`src/common/jtx_pkg.sv`:
```
package jtx_pkg;
  // register byte offsets
  localparam logic [7:0] OFF_CTRL = 8'h00;
  localparam logic [7:0] OFF_PE = 8'h04;
  localparam logic [7:0] OFF_STAT = 8'h08;
  // control register field positions
  localparam int CTRL_EN_BIT = 0;
  localparam int CTRL_SCR_BIT = 1;
  localparam int CTRL_SC1_BIT = 2;
  localparam int CTRL_MODE_LSB = 8;
  localparam int CTRL_KM1_LSB = 16;
  localparam int MODE_W = 5;
  localparam int KM1_W = 5;
  localparam int PE_W = 4;
  // reset values: disabled, subclass 1, mode 0, K = 32
  localparam logic [31:0] CTRL_RST = 32'h001f_0004;
  localparam logic [3:0] PE_RST = 4'h0;
  // status register field positions
  localparam int STAT_STATE_LSB = 0;
  localparam int STAT_SYNC_BIT = 4;
  localparam int STAT_SREF_BIT = 5;
  localparam int STAT_DUAL_BIT = 6;
  localparam int STAT_LANES_LSB = 8;
  localparam int STAT_F_LSB = 16;
  localparam int STAT_DEC_LSB = 24;
  // lane rate ceiling in Mbps
  localparam int LANE_RATE_MAX_MBPS = 12800;
  // control characters (octet value with k flag set)
  localparam logic [7:0] K_R = 8'h1c;
  localparam logic [7:0] K_A = 8'h7c;
  localparam logic [7:0] K_Q = 8'h9c;
  localparam logic [7:0] K_COMMA = 8'hbc;
  localparam logic [7:0] K_F = 8'hfc;
  localparam logic [7:0] SCR_ALIGN_VAL = 8'hfc;
  // alignment sequence length in multiframes, minus one
  localparam logic [1:0] ILAS_LAST_MF = 2'h3;
  localparam logic [7:0] ILAS_CFG_END = 8'h08;
  localparam logic [14:0] SCR_SEED = 15'h7fff;
  typedef enum logic [2:0] {ST_OFF, ST_SYSREF, ST_CGS, ST_WAIT, ST_ILAS, ST_DATA} jtx_state_e;
endpackage : jtx_pkg

```
`src/hdl/jtx_enc8b10b.sv`:
```
`timescale 1ns/1ps
`default_nettype none
// 8b/10b encoder, output {abcdei,fghj}, a sent first; k input supports K28.y only
module jtx_enc8b10b (
  input wire logic clk,
  input wire logic rstn,
  input wire logic clr,
  input wire logic kin,
  input wire logic [7:0] din,
  output logic [9:0] dout
);
  // negative-disparity codes
  localparam logic [5:0] T6 [32] = '{
    6'b100111, 6'b011101, 6'b101101, 6'b110001, 6'b110101, 6'b101001, 6'b011001, 6'b111000,
    6'b111001, 6'b100101, 6'b010101, 6'b110100, 6'b001101, 6'b101100, 6'b011100, 6'b010111,
    6'b011011, 6'b100011, 6'b010011, 6'b110010, 6'b001011, 6'b101010, 6'b011010, 6'b111010,
    6'b110011, 6'b100110, 6'b010110, 6'b110110, 6'b001110, 6'b101110, 6'b011110, 6'b101011};
  localparam logic [3:0] T4 [8] = '{
    4'b1011, 4'b1001, 4'b0101, 4'b1100, 4'b1101, 4'b1010, 4'b0110, 4'b1110};
  logic rd_r;
  logic [5:0] c6_m;
  logic [3:0] c4_m;
  logic unb6;
  logic unb4;
  logic rd6;
  logic a7;
  logic comp4;
  logic [4:0] x;
  logic [2:0] y;

  // 5b/6b then 3b/4b, disparity carried between them
  always_comb begin
    x = din[4:0];
    y = din[7:5];
    c6_m = kin ? 6'b001111 : T6[x];
    unb6 = $countones(c6_m) != 3;
    rd6 = rd_r ^ unb6;
    // alternate 7 avoids a run of five in data, always used by K28.7
    a7 = (y == 3'h7) && (kin || (!rd6 && (x == 5'd17 || x == 5'd18 || x == 5'd20))
         || (rd6 && (x == 5'd11 || x == 5'd13 || x == 5'd14)));
    c4_m = a7 ? 4'b0111 : T4[y];
    unb4 = $countones(c4_m) != 2;
    if (kin && !unb4 && y != 3'h3) begin
      comp4 = !rd6;
    end else begin
      comp4 = rd6 && (unb4 || y == 3'h3);
    end
  end

  // rd_r high means running disparity positive
  always_ff @(posedge clk or negedge rstn) begin
    if (!rstn) begin
      rd_r <= 1'b0;
      dout <= 10'h000;
    end else if (clr) begin
      rd_r <= 1'b0;
      dout <= 10'h000;
    end else begin
      rd_r <= rd6 ^ unb4;
      dout[9:4] <= (rd_r && (unb6 || (!kin && x == 5'd7))) ? ~c6_m : c6_m;
      dout[3:0] <= comp4 ? ~c4_m : c4_m;
    end
  end
endmodule : jtx_enc8b10b
`default_nettype wire

```
`src/hdl/jtx_link_tx.sv`:
```
`timescale 1ns/1ps
`default_nettype none
// Rules from the document, tagged where the code serves them
// up to 12.8 Gbps over sixteen lanes
// receiver pulls sync low to start
// sysref resets local multiframe counter
// mode and K alone fix mapping
// scramble octets only when enabled
// alignment sequence never scrambled
// comma stream only after sysref processed; the code already sends commas while waiting in ST_SYSREF
// comma characters while sync held low
// receiver releases sync after four commas
// wait for multiframe edge after sync release
// alignment sequence spans four multiframes
// second multiframe carries link configuration
// receiver buffers lanes until all arrive
// every octet coded 8b/10b
// unscrambled repeat frame end becomes F/A
// scrambled 0xfc frame end becomes F/A
// receiver checks and restores alignment characters
// pre-emphasis field sets output equalization
// software disables link before reprogramming
// enable low holds link in reset
// receiver picks elastic release point
// receiver releases only when all arrived
// subclass 0 self-generates multiframe clock
// link mode derives remaining link parameters
// sync low in data restarts sync
// all lanes start alignment together
module jtx_link_tx
  import jtx_pkg::*;
#(
  parameter int LANES = 16
) (
  input wire logic hclk,
  input wire logic hresetn,
  input wire logic hsel,
  input wire logic [31:0] haddr,
  input wire logic [1:0] htrans,
  input wire logic hwrite,
  input wire logic [2:0] hsize,
  input wire logic [31:0] hwdata,
  input wire logic hready,
  output logic hreadyout,
  output logic hresp,
  output logic [31:0] hrdata,
  input wire logic sync_request_single_ended_n,
  input wire logic sysref,
  input wire logic [LANES*8-1:0] sample_octets,
  output logic sample_ready,
  output logic [LANES*5-1:0] lane_group_a,
  output logic [LANES*5-1:0] lane_group_b,
  output logic [LANES-1:0] serializer_pd,
  output logic [PE_W-1:0] serializer_preemphasis
);
  logic [31:0] ctrl_r;
  logic [PE_W-1:0] pe_r;
  logic ap_vld_r;
  logic ap_wr_r;
  logic ap_word_r;
  logic [7:0] ap_addr_r;
  logic rd_done_r;
  logic rd_stall;
  logic take;
  logic [31:0] rmux;
  logic link_enable;
  logic scramble_enable;
  logic sc1;
  logic [MODE_W-1:0] link_mode_select;
  logic [KM1_W-1:0] km1;
  logic [2:0] sync_s_r;
  logic [2:0] sref_s_r;
  logic sync_lvl_r;
  logic sref_lvl_r;
  logic sref_prev_r;
  logic sref_rise;
  logic sref_seen_r;
  logic [3:0] oct_r;
  logic [KM1_W-1:0] frm_r;
  logic [7:0] mf_pos_r;
  logic [3:0] f_oct;
  logic [4:0] lanes_act;
  logic dual_ch;
  logic [2:0] dec_code;
  logic fr_end;
  logic mf_end;
  logic [1:0] ilas_mf_r;
  jtx_state_e st_r;
  jtx_state_e st_nxt;
  logic [LANES*10-1:0] lane_sym;

  // control fields
  assign link_enable = ctrl_r[CTRL_EN_BIT];
  assign scramble_enable = ctrl_r[CTRL_SCR_BIT];
  assign sc1 = ctrl_r[CTRL_SC1_BIT];
  assign link_mode_select = ctrl_r[CTRL_MODE_LSB +: MODE_W];
  assign km1 = ctrl_r[CTRL_KM1_LSB +: KM1_W];
  assign serializer_preemphasis = pe_r;

  // mode table: lanes, octets per frame, channel count, decimation
  always_comb begin
    lanes_act = 5'(LANES >> link_mode_select[1:0]);
    f_oct = 4'(4'h1 << link_mode_select[3:2]);
    dual_ch = link_mode_select[4];
    dec_code = dual_ch ? {1'b0, link_mode_select[3:2]} : 3'h0;
  end

  // ahb-lite slave: zero-wait writes, one wait state on reads
  assign take = hsel && hready && htrans[1];
  assign rd_stall = ap_vld_r && !ap_wr_r && !rd_done_r;
  assign hreadyout = !rd_stall;
  assign hresp = 1'b0;

  always_ff @(posedge hclk or negedge hresetn) begin
    if (!hresetn) begin
      ap_vld_r <= 1'b0;
      ap_wr_r <= 1'b0;
      ap_word_r <= 1'b0;
      ap_addr_r <= 8'h00;
    end else if (hreadyout) begin
      ap_vld_r <= take;
      ap_wr_r <= hwrite;
      ap_word_r <= hsize == 3'h2;
      ap_addr_r <= haddr[7:0];
    end
  end

  // read wait cycle lets a preceding write land first
  always_ff @(posedge hclk or negedge hresetn) begin
    if (!hresetn) begin
      rd_done_r <= 1'b0;
      hrdata <= 32'h0000_0000;
    end else begin
      rd_done_r <= rd_stall;
      if (rd_stall) begin
        hrdata <= rmux;
      end
    end
  end

  // read mux, unmapped reads as zero
  always_comb begin
    rmux = 32'h0000_0000;
    case (ap_addr_r)
      OFF_CTRL: rmux = ctrl_r;
      OFF_PE: rmux[PE_W-1:0] = pe_r;
      OFF_STAT: begin
        rmux[STAT_STATE_LSB +: 3] = st_r;
        rmux[STAT_SYNC_BIT] = sync_lvl_r;
        rmux[STAT_SREF_BIT] = sref_seen_r;
        rmux[STAT_DUAL_BIT] = dual_ch;
        rmux[STAT_LANES_LSB +: 5] = lanes_act;
        rmux[STAT_F_LSB +: 4] = f_oct;
        rmux[STAT_DEC_LSB +: 3] = dec_code;
      end
      default: rmux = 32'h0000_0000;
    endcase
  end

  // register writes, word size only
  always_ff @(posedge hclk or negedge hresetn) begin
    if (!hresetn) begin
      ctrl_r <= CTRL_RST;
      pe_r <= PE_RST;
    end else if (ap_vld_r && ap_wr_r && ap_word_r) begin
      if (ap_addr_r == OFF_CTRL) begin
        ctrl_r <= {11'h000, hwdata[20:16], 3'h0, hwdata[12:8], 5'h00, hwdata[2:0]};
      end
      if (ap_addr_r == OFF_PE) begin
        pe_r <= hwdata[PE_W-1:0];
      end
    end
  end

  // pin synchronisers: level changes once stages two and three agree
  always_ff @(posedge hclk or negedge hresetn) begin
    if (!hresetn) begin
      sync_s_r <= 3'h7;
      sref_s_r <= 3'h0;
      sync_lvl_r <= 1'b1;
      sref_lvl_r <= 1'b0;
      sref_prev_r <= 1'b0;
    end else begin
      sync_s_r <= {sync_s_r[1:0], sync_request_single_ended_n};
      sref_s_r <= {sref_s_r[1:0], sysref};
      if (sync_s_r[1] == sync_s_r[2]) begin
        sync_lvl_r <= sync_s_r[2];
      end
      if (sref_s_r[1] == sref_s_r[2]) begin
        sref_lvl_r <= sref_s_r[2];
      end
      sref_prev_r <= sref_lvl_r;
    end
  end

  assign sref_rise = sref_lvl_r && !sref_prev_r;

  // local multiframe counter; free running in subclass 0
  assign fr_end = oct_r == f_oct - 4'h1;
  assign mf_end = fr_end && frm_r == km1;

  always_ff @(posedge hclk or negedge hresetn) begin
    if (!hresetn) begin
      oct_r <= 4'h0;
      frm_r <= '0;
      mf_pos_r <= 8'h00;
    end else if (!link_enable) begin
      oct_r <= 4'h0;
      frm_r <= '0;
      mf_pos_r <= 8'h00;
    end else if (sc1 && sref_rise) begin
      oct_r <= 4'h0;
      frm_r <= '0;
      mf_pos_r <= 8'h00;
    end else begin
      // no sysref needed: phase is wherever enable left it
      oct_r <= fr_end ? 4'h0 : oct_r + 4'h1;
      mf_pos_r <= mf_end ? 8'h00 : mf_pos_r + 8'h01;
      if (mf_end) begin
        frm_r <= '0;
      end else if (fr_end) begin
        frm_r <= frm_r + 1'b1;
      end
    end
  end

  // sysref processed flag, only meaningful in subclass 1
  always_ff @(posedge hclk or negedge hresetn) begin
    if (!hresetn) begin
      sref_seen_r <= 1'b0;
    end else if (!link_enable) begin
      sref_seen_r <= 1'b0;
    end else if (sref_rise) begin
      sref_seen_r <= 1'b1;
    end
  end

  // link state machine
  always_comb begin
    st_nxt = st_r;
    case (st_r)
      ST_OFF: st_nxt = sc1 ? ST_SYSREF : ST_CGS;
      ST_SYSREF: if (sref_seen_r) st_nxt = ST_CGS;
      ST_CGS: if (sync_lvl_r) st_nxt = ST_WAIT;
      ST_WAIT: if (mf_end) st_nxt = ST_ILAS;
      ST_ILAS: if (mf_end && ilas_mf_r == ILAS_LAST_MF) st_nxt = ST_DATA;
      ST_DATA: st_nxt = ST_DATA;
      default: st_nxt = ST_OFF;
    endcase
    // renewed request abandons alignment or data
    if ((st_r == ST_WAIT || st_r == ST_ILAS || st_r == ST_DATA) && !sync_lvl_r) begin
      st_nxt = ST_CGS;
    end
    if (!link_enable) begin
      st_nxt = ST_OFF;
    end
  end

  always_ff @(posedge hclk or negedge hresetn) begin
    if (!hresetn) begin
      st_r <= ST_OFF;
    end else begin
      st_r <= st_nxt;
    end
  end

  // multiframe index inside the alignment sequence
  always_ff @(posedge hclk or negedge hresetn) begin
    if (!hresetn) begin
      ilas_mf_r <= 2'h0;
    end else if (st_r != ST_ILAS) begin
      ilas_mf_r <= 2'h0;
    end else if (mf_end) begin
      ilas_mf_r <= ilas_mf_r + 2'h1;
    end
  end

  assign sample_ready = st_r == ST_DATA;

  // per-lane datapath: scramble, align-character insert, encode
  for (genvar i = 0; i < LANES; i++) begin : g_lane
    logic [7:0] raw;
    logic [7:0] scr_o;
    logic [7:0] dat;
    logic [7:0] last_r;
    logic [7:0] oct_c;
    logic k_c;
    logic act;

    assign raw = sample_octets[i*8 +: 8];
    assign act = 5'(i) < lanes_act;
    assign dat = scramble_enable ? scr_o : raw;

    // scrambler is held at seed outside data, so alignment octets bypass it
    jtx_scramble u_scr (
      .clk(hclk),
      .rstn(hresetn),
      .clr(st_r != ST_DATA),
      .adv(scramble_enable),
      .din(raw),
      .dout(scr_o)
    );

    // previous frame's last octet for repeat detection
    always_ff @(posedge hclk or negedge hresetn) begin
      if (!hresetn) begin
        last_r <= 8'h00;
      end else if (st_r != ST_DATA) begin
        last_r <= 8'h00;
      end else if (fr_end) begin
        last_r <= dat;
      end
    end

    // octet selection per link state
    always_comb begin
      oct_c = K_COMMA;
      k_c = 1'b1;
      case (st_r)
        ST_ILAS: begin
          k_c = 1'b0;
          oct_c = mf_pos_r;
          if (mf_pos_r == 8'h00) begin
            oct_c = K_R;
            k_c = 1'b1;
          end else if (mf_end) begin
            oct_c = K_A;
            k_c = 1'b1;
          end else if (ilas_mf_r == 2'h1 && mf_pos_r == 8'h01) begin
            oct_c = K_Q;
            k_c = 1'b1;
          end else if (ilas_mf_r == 2'h1 && mf_pos_r < ILAS_CFG_END) begin
            // configuration octets for the receiver's cross-check
            case (mf_pos_r[2:0])
              3'h2: oct_c = 8'(i);
              3'h3: oct_c = {3'h0, lanes_act - 5'h01};
              3'h4: oct_c = {4'h0, f_oct - 4'h1};
              3'h5: oct_c = {3'h0, km1};
              3'h6: oct_c = {scramble_enable, sc1, 1'b0, link_mode_select};
              default: oct_c = {4'h0, pe_r};
            endcase
          end
        end
        ST_DATA: begin
          oct_c = dat;
          k_c = 1'b0;
          if (fr_end && (scramble_enable ? dat == SCR_ALIGN_VAL : dat == last_r)) begin
            oct_c = mf_end ? K_A : K_F;
            k_c = 1'b1;
          end
        end
        default: begin
          oct_c = K_COMMA;
          k_c = 1'b1;
        end
      endcase
    end

    jtx_enc8b10b u_enc (
      .clk(hclk),
      .rstn(hresetn),
      .clr(!link_enable || !act || st_r == ST_OFF),
      .kin(k_c),
      .din(oct_c),
      .dout(lane_sym[i*10 +: 10])
    );

    // idle and disabled lanes keep their serializer down
    always_ff @(posedge hclk or negedge hresetn) begin
      if (!hresetn) begin
        serializer_pd[i] <= 1'b1;
      end else begin
        serializer_pd[i] <= !link_enable || !act;
      end
    end
  end

  assign lane_group_a = lane_sym[LANES*5-1:0];
  assign lane_group_b = lane_sym[LANES*10-1:LANES*5];
endmodule : jtx_link_tx
`default_nettype wire

```
`src/hdl/jtx_scramble.sv`:
```
`timescale 1ns/1ps
`default_nettype none
// self-synchronous 1 + x^14 + x^15 scrambler, one octet per clock, msb first
module jtx_scramble
  import jtx_pkg::*;
(
  input wire logic clk,
  input wire logic rstn,
  input wire logic clr,
  input wire logic adv,
  input wire logic [7:0] din,
  output logic [7:0] dout
);
  logic [14:0] st_r;
  logic [14:0] st_nxt;

  // bit-serial recurrence unrolled over the octet
  always_comb begin
    logic b;
    b = 1'b0;
    st_nxt = st_r;
    dout = 8'h00;
    for (int i = 7; i >= 0; i--) begin
      b = din[i] ^ st_nxt[13] ^ st_nxt[14];
      dout[i] = b;
      st_nxt = {st_nxt[13:0], b};
    end
  end

  // state only moves on octets actually sent scrambled
  always_ff @(posedge clk or negedge rstn) begin
    if (!rstn) begin
      st_r <= SCR_SEED;
    end else if (clr) begin
      st_r <= SCR_SEED;
    end else if (adv) begin
      st_r <= st_nxt;
    end
  end
endmodule : jtx_scramble
`default_nettype wire

```
`config.mk`:
```
export PLATFORM = sky130hd
export DESIGN_NAME = jtx_link_tx
export DESIGN_NICKNAME = d
export VERILOG_FILES = /design/src/common/jtx_pkg.sv /design/src/hdl/jtx_enc8b10b.sv /design/src/hdl/jtx_link_tx.sv /design/src/hdl/jtx_scramble.sv
export SDC_FILE = /design/constraint.sdc
export NUM_CORES = 2
export LEC_CHECK = 0
export BUFFER_PORTS_ARGS = -buffer_cell sky130_fd_sc_hd__buf_4
export CAP_MARGIN = 20
export CORE_MARGIN = 2
export CORE_UTILIZATION = 30
export CTS_BUF_LIST = sky130_fd_sc_hd__clkbuf_4 sky130_fd_sc_hd__clkbuf_8
export CTS_CLUSTER_SIZE = 8
export DETAILED_ROUTE_END_ITERATION = 12
export SLEW_MARGIN = 5
export SYNTH_ARGS = -nofsm -noshare
export SYNTH_HDL_FRONTEND = slang
export SYNTH_SLANG_ARGS = --single-unit
export TNS_END_PERCENT = 10
```
`constraint.sdc`:
```
create_clock -name hclk -period 10.7 [get_ports hclk]
set_input_delay 1.07 -clock hclk [delete_from_list [all_inputs] [get_ports hclk]]
set_output_delay 1.07 -clock hclk [all_outputs]
set_load 0.1 [all_outputs]
```
# [Word-level counts from Yosys, hierarchy flattened]
# Memories as Yosys holds them, arrays and structs flattened.
# Index checks and enable logic that the tools add are counted.
[op_classes] n_addsub=134 n_lt_le_gt_ge=49 n_eq_ne=252 n_shift=2 n_mux=450 n_bitwise=352 n_reduce_logical=398
[ops] operator="$add A32 B32 Y32" n=48
[ops] operator="$mux W8" n=132
[ops] operator="$ne A32 B3 Y1 const B" n=32
[ops] operator="$pmux W8 S5" n=16
[ops] operator="$mux W15" n=32
[ops] operator="$mux W6" n=64
[ops] operator="$xor A1 B1 Y1" n=288
[ops] operator="$mux W4" n=67
[ops] operator="$pmux W8 S2" n=16
[ops] operator="$eq A5 B4 Y1 const B" n=48
[ops] operator="$eq A5 B5 Y1 const B" n=48
[ops] operator="$logic_or A1 B1 Y1" n=162
[ops] operator="$add A1 B1 Y2" n=80
[ops] operator="$mux W10" n=16
[ops] operator="$logic_and A1 B1 Y1" n=157
[ops] operator="$eq A8 B8 Y1" n=16
[ops] operator="$eq A8 B8 Y1 const B" n=16
[ops] operator="$ge A6 B6 Y1 const B" n=16
[ops] operator="$not A5 Y6" n=16
[ops] operator="$not A6 Y6" n=16
[ops] operator="$eq A5 B3 Y1 const B" n=16
[ops] operator="$mux W1" n=71
[ops] operator="$logic_not A1 Y1" n=70
[ops] operator="$ge A4 B4 Y1 const B" n=16
[ops] operator="other kinds (45)" n=178
[word_totals] register_bits=644 romBits=3584 input_bits=204 n_memories=32
[memory_table] name="(name not given)" depth=32 width=6 rd=1 rd_clocked_by_memory_dff=0 wr=0 line_no="jtx_enc8b10b.sv:35" source="c6_m = kin ? 6'b001111 : T6[x];"
[memory_table] name="(name not given)" depth=32 width=6 rd=1 rd_clocked_by_memory_dff=0 wr=0 line_no="jtx_enc8b10b.sv:35"
[memory_table] name="(name not given)" depth=32 width=6 rd=1 rd_clocked_by_memory_dff=0 wr=0 line_no="jtx_enc8b10b.sv:35"
[memory_table] name="(name not given)" depth=32 width=6 rd=1 rd_clocked_by_memory_dff=0 wr=0 line_no="jtx_enc8b10b.sv:35"
[memory_table] name="(name not given)" depth=32 width=6 rd=1 rd_clocked_by_memory_dff=0 wr=0 line_no="jtx_enc8b10b.sv:35"
[memory_table] name="(name not given)" depth=32 width=6 rd=1 rd_clocked_by_memory_dff=0 wr=0 line_no="jtx_enc8b10b.sv:35"
[memory_table] name="+26 memories"

# [Longest topological paths before layout]
[depth] depth_word=33 mapped_depth=37 mapped_depth_nobuf=34

# [Modules after synthesis]
# Synthesis repeated with hierarchy kept, for this count alone.
[unflattened] hier_cells=4788 hier_area_um2=47589.4
[by_module_without_submodules] module="jtx_link_tx" n_inst=1 cells_each=1717 area_per_inst_um2=14724.1 seq_area_each_um2=5401.4
[by_module_without_submodules] module="jtx_scramble" n_inst=16 cells_each=57 area_per_inst_um2=838.3 seq_area_each_um2=394.1
[by_module_without_submodules] module="jtx_enc8b10b (g_lane[13].u_enc ...)" n_inst=8 cells_each=133 area_per_inst_um2=1194.9 seq_area_each_um2=275.3
[by_module_without_submodules] module="jtx_enc8b10b (g_lane[6].u_enc ...)" n_inst=3 cells_each=137 area_per_inst_um2=1236.2 seq_area_each_um2=275.3
[by_module_without_submodules] module="jtx_enc8b10b (g_lane[0].u_enc)" n_inst=1 cells_each=137 area_per_inst_um2=1265.0 seq_area_each_um2=275.3
[by_module_without_submodules] module="jtx_enc8b10b (g_lane[11].u_enc)" n_inst=1 cells_each=133 area_per_inst_um2=1248.7 seq_area_each_um2=275.3
[by_module_without_submodules] module="jtx_enc8b10b (g_lane[8].u_enc)" n_inst=1 cells_each=137 area_per_inst_um2=1237.4 seq_area_each_um2=275.3
[by_module_without_submodules] module="jtx_enc8b10b (g_lane[10].u_enc)" n_inst=1 cells_each=142 area_per_inst_um2=1224.9 seq_area_each_um2=275.3
[by_module_without_submodules] module="jtx_enc8b10b (g_lane[12].u_enc)" n_inst=1 cells_each=135 area_per_inst_um2=1208.7 seq_area_each_um2=275.3

# [Worst setup path after synthesis]
# No wires, ideal clock.
[synth_timing] path_type="input port to flip-flop" startpoint="input sample_octets[113]" endpoint="register g_lane[14].u_enc.dout[0]" setup_time_ns=0.128 arrival_time_ns=7.742 path_slack_ns=2.830 path_stages=28 path_cell_list="nand2b_1 o2111a_1 a2111oi_0 a211o_1 nor3_1 o31ai_1 inv_1 ha_1 a221o_1 a21oi_1 a21oi_1 ha_1 fa_1 ha_1 nor4bb_1 xor2_1 a21oi_1 a311o_1 o21ai_0 o21ai_1 ha_1 ha_1 fa_1 nand2_1 a31oi_1 mux2i_2 or2_2 mux2i_1"
[synth_between] elab_chain_len=33 word_cells_on_any_way=60
[synth_rtl] element="from (decl)" line_no="jtx_link_tx.sv:49" source="input wire logic [LANES*8-1:0] sample_octets,"
[synth_rtl] element="$xor A1 B1 Y1 (2 in a row)" line_no="jtx_scramble.sv:24" source="b = din[i] ^ st_nxt[13] ^ st_nxt[14];"
[synth_rtl] element="$mux W8 *" line_no="jtx_link_tx.sv:292" source="assign dat = scramble_enable ? scr_o : raw;"
[synth_rtl] element="$eq A8 B8 Y1" line_no="jtx_link_tx.sv:347" source="if (fr_end && (scramble_enable ? dat == SCR_ALIGN_VAL : dat == last_r)) begin"
[synth_rtl] element="$mux W1" line_no="jtx_link_tx.sv:347"
[synth_rtl] element="$logic_and A1 B1 Y1" line_no="jtx_link_tx.sv:347"
[synth_rtl] element="$mux W8" line_no="jtx_link_tx.sv:347"
[synth_rtl] element="$pmux W8 S2" line_no="jtx_link_tx.sv:319" source="case (st_r)"
[synth_rtl] element="$not A5 Y6 (implied by the code)" line_no="jtx_enc8b10b.sv:35"
[synth_rtl] element="[... 15 more ...]"
[synth_rtl] element="$add A1 B1 Y2 (implied by the code)" line_no="jtx_enc8b10b.sv:42" source="unb4 = $countones(c4_m) != 2;"
[synth_rtl] element="$add A32 B32 Y32 (implied by the code)" line_no="jtx_enc8b10b.sv:42"
[synth_rtl] element="$ne A32 B3 Y1" line_no="jtx_enc8b10b.sv:42"
[synth_rtl] element="$logic_not A1 Y1" line_no="jtx_enc8b10b.sv:43" source="if (kin && !unb4 && y != 3'h3) begin"
[synth_rtl] element="$logic_and A1 B1 Y1 (2 in a row)" line_no="jtx_enc8b10b.sv:43"
[synth_rtl] element="$mux W1" line_no="jtx_enc8b10b.sv:43"
[synth_rtl] element="$mux W4 *" line_no="jtx_enc8b10b.sv:61" source="dout[3:0] <= comp4 ? ~c4_m : c4_m;"
[synth_rtl] element="$mux W10 *" line_no="jtx_enc8b10b.sv:55" source="end else if (clr) begin"
[synth_rtl] element="to (signal assigned)" line_no="jtx_enc8b10b.sv:61"
[synth_rtl] element="to (decl)" line_no="jtx_enc8b10b.sv:10" source="output logic [9:0] dout"
# Mark *: on every way between the ends. The rest lies on a longest branch, timed or not. The select of a mux whose other input is x is not followed.
# A chain may end at the register's enable or synchronous reset.

# [Final worst setup path]
[layout_timing] startpoint="register ctrl_r[1]" endpoint="register g_lane[9].u_enc.dout[2]"
[layout_between] elab_chain_len=31 word_cells_on_any_way=63
[layout_rtl] element="from (decl)" line_no="jtx_link_tx.sv:56" source="logic [31:0] ctrl_r;"
[layout_rtl] element="from (signal assigned)" line_no="jtx_link_tx.sv:167" source="ctrl_r <= {11'h000, hwdata[20:16], 3'h0, hwdata[12:8], 5'h00, hwdata[2:0]};"
[layout_rtl] element="$mux W8" line_no="jtx_link_tx.sv:292"
[layout_rtl] element="$eq A8 B8 Y1" line_no="jtx_link_tx.sv:347"
[layout_rtl] element="$mux W1" line_no="jtx_link_tx.sv:347"
[layout_rtl] element="$logic_and A1 B1 Y1" line_no="jtx_link_tx.sv:347"
[layout_rtl] element="$mux W8" line_no="jtx_link_tx.sv:347"
[layout_rtl] element="$pmux W8 S2" line_no="jtx_link_tx.sv:319"
[layout_rtl] element="$not A5 Y6 (implied by the code)" line_no="jtx_enc8b10b.sv:35"
[layout_rtl] element="$mem_v2 Z32 W6"
[layout_rtl] element="[... 14 more ...]"
[layout_rtl] element="$add A1 B1 Y2 (implied by the code)" line_no="jtx_enc8b10b.sv:42"
[layout_rtl] element="$add A32 B32 Y32 (implied by the code)" line_no="jtx_enc8b10b.sv:42"
[layout_rtl] element="$ne A32 B3 Y1" line_no="jtx_enc8b10b.sv:42"
[layout_rtl] element="$logic_not A1 Y1" line_no="jtx_enc8b10b.sv:43"
[layout_rtl] element="$logic_and A1 B1 Y1 (2 in a row)" line_no="jtx_enc8b10b.sv:43"
[layout_rtl] element="$mux W1" line_no="jtx_enc8b10b.sv:43"
[layout_rtl] element="$mux W4 *" line_no="jtx_enc8b10b.sv:61"
[layout_rtl] element="$mux W10 *" line_no="jtx_enc8b10b.sv:55"
[layout_rtl] element="to (signal assigned)" line_no="jtx_enc8b10b.sv:61"
[layout_rtl] element="to (decl)" line_no="jtx_enc8b10b.sv:10"
# Marks and branches as above.

==> reports/metrics.cfg <==
[clock_network]
cts-resized-gates = 0
cts_tree = done
post_cts.repair.setup_buffers = 0
cts.hold.buffers_added = 0
clkTransAtPathRegs_ns = 0.08
clockRootBuffer = clkbuf_8
clock_latency_ns = 0.89
cts_max_path_buffers = 3
cts_sinks = 630
htree_num_levels = 3
cts_inserted_buffers = 112

[sta]
finalClockSkew_ns = 0.0709
rsz0062_at_grt = no
setup_viol = 0
setup_tns_ns = 0
report.final.slew_viol_count = 0
final.min_clock_period_ns = 9.67
finalCritPeriodShare_pct = 90.4
hold_violations = 0
fmax_mhz = 103
tightestPinTransition_ns = 1.17
max-slew-margin-rel_pct = 21.9

[die]
rows = 146
fp.dieH_um = 403
die_area_um2 = 162000
core_area_um2 = 158000
die_w_um = 403
ios = 419
initial_utilization_pct = 30.2

[cells_and_area]
layout.nets = 6156
final_common_cell = nand2_1
final_core_util_pct = 34.8
drive_above_1_share_pct = 19.2
final_cell_mix = 735 x nand2_1, 507 x nor2_1, 437 x buf_4
syn_to_final_growth_pct = 15.4

[setup_path]
critPathMostFrequentCell = ha_1
path_class = reg -> reg
crit_slowest_cell = dfrtp_4
cp-start-kind = flip-flop
crit_family = compound AO/OA/AOI/OAI gates
rr_endpoint = g_lane[9].u_enc.dout[2]
crit_buf_inv = 4
slowest_delay_ns = 0.86
r2r_slack_ns = 1.03
cp_max_fo = 61
r2r-start = ctrl_r[1]
cp.required_ns = 11.49
crit_arrival_ns = 10.46
endpoint_kind = flip-flop
reg2reg_depth = 31

[power_and_ir_drop]
power_leakage_uw = 0.0239
p_sw_uw = 1450
pwr-share-comb_pct = 7.6
p_sw_share_pct = 26.8
pwr_density_cell_nw_per_um2 = 98.3
peakVddDrop_mv = 0.0962
p_clk_share_pct = 47.9
internal_power_uw = 3970
p_seq_share_pct = 44.5

[route]
ant_nets = 0
drtIter0Drc = 3951
firstDrtPassIters = 5
totalWireLength_um = 171000
wl_per_cell_um = 21.8
drc = 0
via_per_inst = 5.36
vias = 41924

[outcome]
outcome = complete, no violations

[synthesis]
synth_xor_area_share_pct = 10.9
synth_edf_count = 0
synthMuxAreaShare_pct = 6.13
synth_compound_area_share_pct = 18.1
syn_inst = 5381
async_flop_share_pct = 100
synthAdderAreaFrac_pct = 8.66
synth-simple-area-share_pct = 17.8
synth.cell_area_um2 = 47700
ys_warn_count = 0
yosysSeqAreaShare_pct = 33.7
synth_top_family_by_area = compound AO/OA/AOI/OAI gates
synth-seq-cells = 630
avgSynthCellArea_um2 = 8.87
ys_types = 132
synthFlopType = dfrtp_1

[global_route]
grt_pass1_wl_um = 257000
track_usage_pct = 20.5
grt_antenna_before_repair = 47
grt_max_degree = 174
grt_pass1_vias = 39700
overflow = 0

[run]
maxCapViolCount = 0

[place]
dp_hpwl_um = 131000
gp_congestion = 0.957
portBuffers = 361

[worst_hold_path]
hold_class = in -> async

-- power groups by stage --
stage / Clock (uW) / Combinational [uW] / Sequential [uW]
final: 2590 / 413 / 2410
after floorplan: 0 / 178 / 2490
after CTS: 2670 / 413 / 2410
after detailed placement: 0 / 412 / 2450
after global placement: 0 / 409 / 2450
after global routing: 2770 / 448 / 2410
-- cells in the mapped netlist (30+ instances only) --
library cell / instances / share of area, %
buf_4: 34 / 0.53
a21oi_1: 168 / 1.8
xnor2_1: 302 / 5.5
dfrtp_1: 374 / 20
dfstp_2: 256 / 14
o31ai_1: 35 / 0.55
nor3_1: 126 / 1.3
or2_2: 32 / 0.42
and2_1: 39 / 0.51
a22oi_1: 35 / 0.55
o21ai_0: 262 / 2.7
buf_2: 71 / 0.74
fa_1: 34 / 1.4
clkbuf_1: 179 / 1.4
inv_1: 202 / 1.6
nand4_1: 34 / 0.45
ha_1: 271 / 7.1
a211oi_1: 131 / 2.1
nand2b_1: 45 / 0.59
nand2_1: 737 / 5.8
nor2_1: 509 / 4.0
o22ai_1: 33 / 0.43
nor2b_1: 37 / 0.48
mux2i_1: 256 / 5.4
nand3_1: 160 / 1.7
a31oi_1: 57 / 0.75
mux2_2: 30 / 0.71
o211ai_1: 35 / 0.55
a21o_1: 35 / 0.55
xor2_1: 219 / 4.0
-- cell type report --
class	instances	area, um^2
timing repair buffer	450	3480
tap	2072	2590
fill	16200	103000
antenna	14	35.0
clock buffer	178	2190
multi-input combinational	4242	29500
inverter	211	802
clock inverter	31	364
sequential	630	16100
-- metrics by stage --
stage	worst slack, ns	hold WS [ns]	cell area [um^2]	total power [uW]	cells
after CTS	1.31	0.151	55000	5490	7810
final	1.03	0.210	55100	5420	7828
after floorplan	2.83	0.331	47800	2660	5394
after global routing	0.346	0.219	55100	5630	7821
after global placement	1.41	0.338	52500	2860	7601
after detailed placement	1.32	0.346	52500	2860	7601
-- worst max-delay path by stage --
stage / start / to / slack [ns] / cells past startpoint
2_1_floorplan: sample_octets[113] / g_lane[14].u_enc.dout[0] / 2.83 / 28
3_3_place_gp: ctrl_r[1] / g_lane[9].u_enc.dout[2] / 1.41 / 30
3_5_place_dp: ctrl_r[1] / g_lane[9].u_enc.dout[2] / 1.32 / 31
4_1_cts: ctrl_r[1] / g_lane[9].u_enc.dout[2] / 1.31 / 31
5_1_grt: ctrl_r[1] / g_lane[9].u_enc.dout[2] / 0.35 / 31
6_report: ctrl_r[1] / g_lane[9].u_enc.dout[2] / 1.03 / 31
-- worst register-to-register path, delay by kind of cell (launching register included) --
family	cells	cell delay (ns)
DFF	1	0.86
xor gates and xnor gates	3	0.74
AOI/OAI and AO/OA	9	3.36
adders and majority gates	5	1.73
buffers and inverters	4	1.05
and+or+nand+nor	7	1.38
muxes	3	0.52
-- registers in the layout, indices dropped and copies added, names as in the netlist, 4 cells and up --
| signal | flops |
|---|---|
| g_lane.u_scr.st_r | 240 |
| g_lane.u_enc.dout | 160 |
| g_lane.last_r | 128 |
| hrdata | 19 |
| g_lane.u_enc.rd_r | 16 |
| ctrl_r | 13 |
| ap_addr_r | 8 |
| mf_pos_r | 8 |
| serializer_pd | 6 |
| frm_r | 5 |
| oct_r | 4 |
| serializer_preemphasis | 4 |
-- logic make-up (layout without fill, tap and decap cells) --
group	after synthesis	after routing
flops	630	630
xor+xnor	549	549
mux	288	288
compound gates	1203	1203
buf+inv	522	870
simple gates	1877	1877
other cells	1	28
fa+ha+maj	311	311
-- layer usage --
| metal | GRT usage [%] | routed length (um) | vias to the layer above |
|---|---|---|---|
| met5 | 0 | 380 | - |
| met4 | 7.21 | 5670 | 62 |
| met3 | 5.53 | 15300 | 306 |
| met2 | 28.9 | 70100 | 1588 |
| met1 | 29.8 | 79500 | 20428 |
| li1 | - | - | 19540 |
No activity file was read; power rests on OpenSTA's default activity.
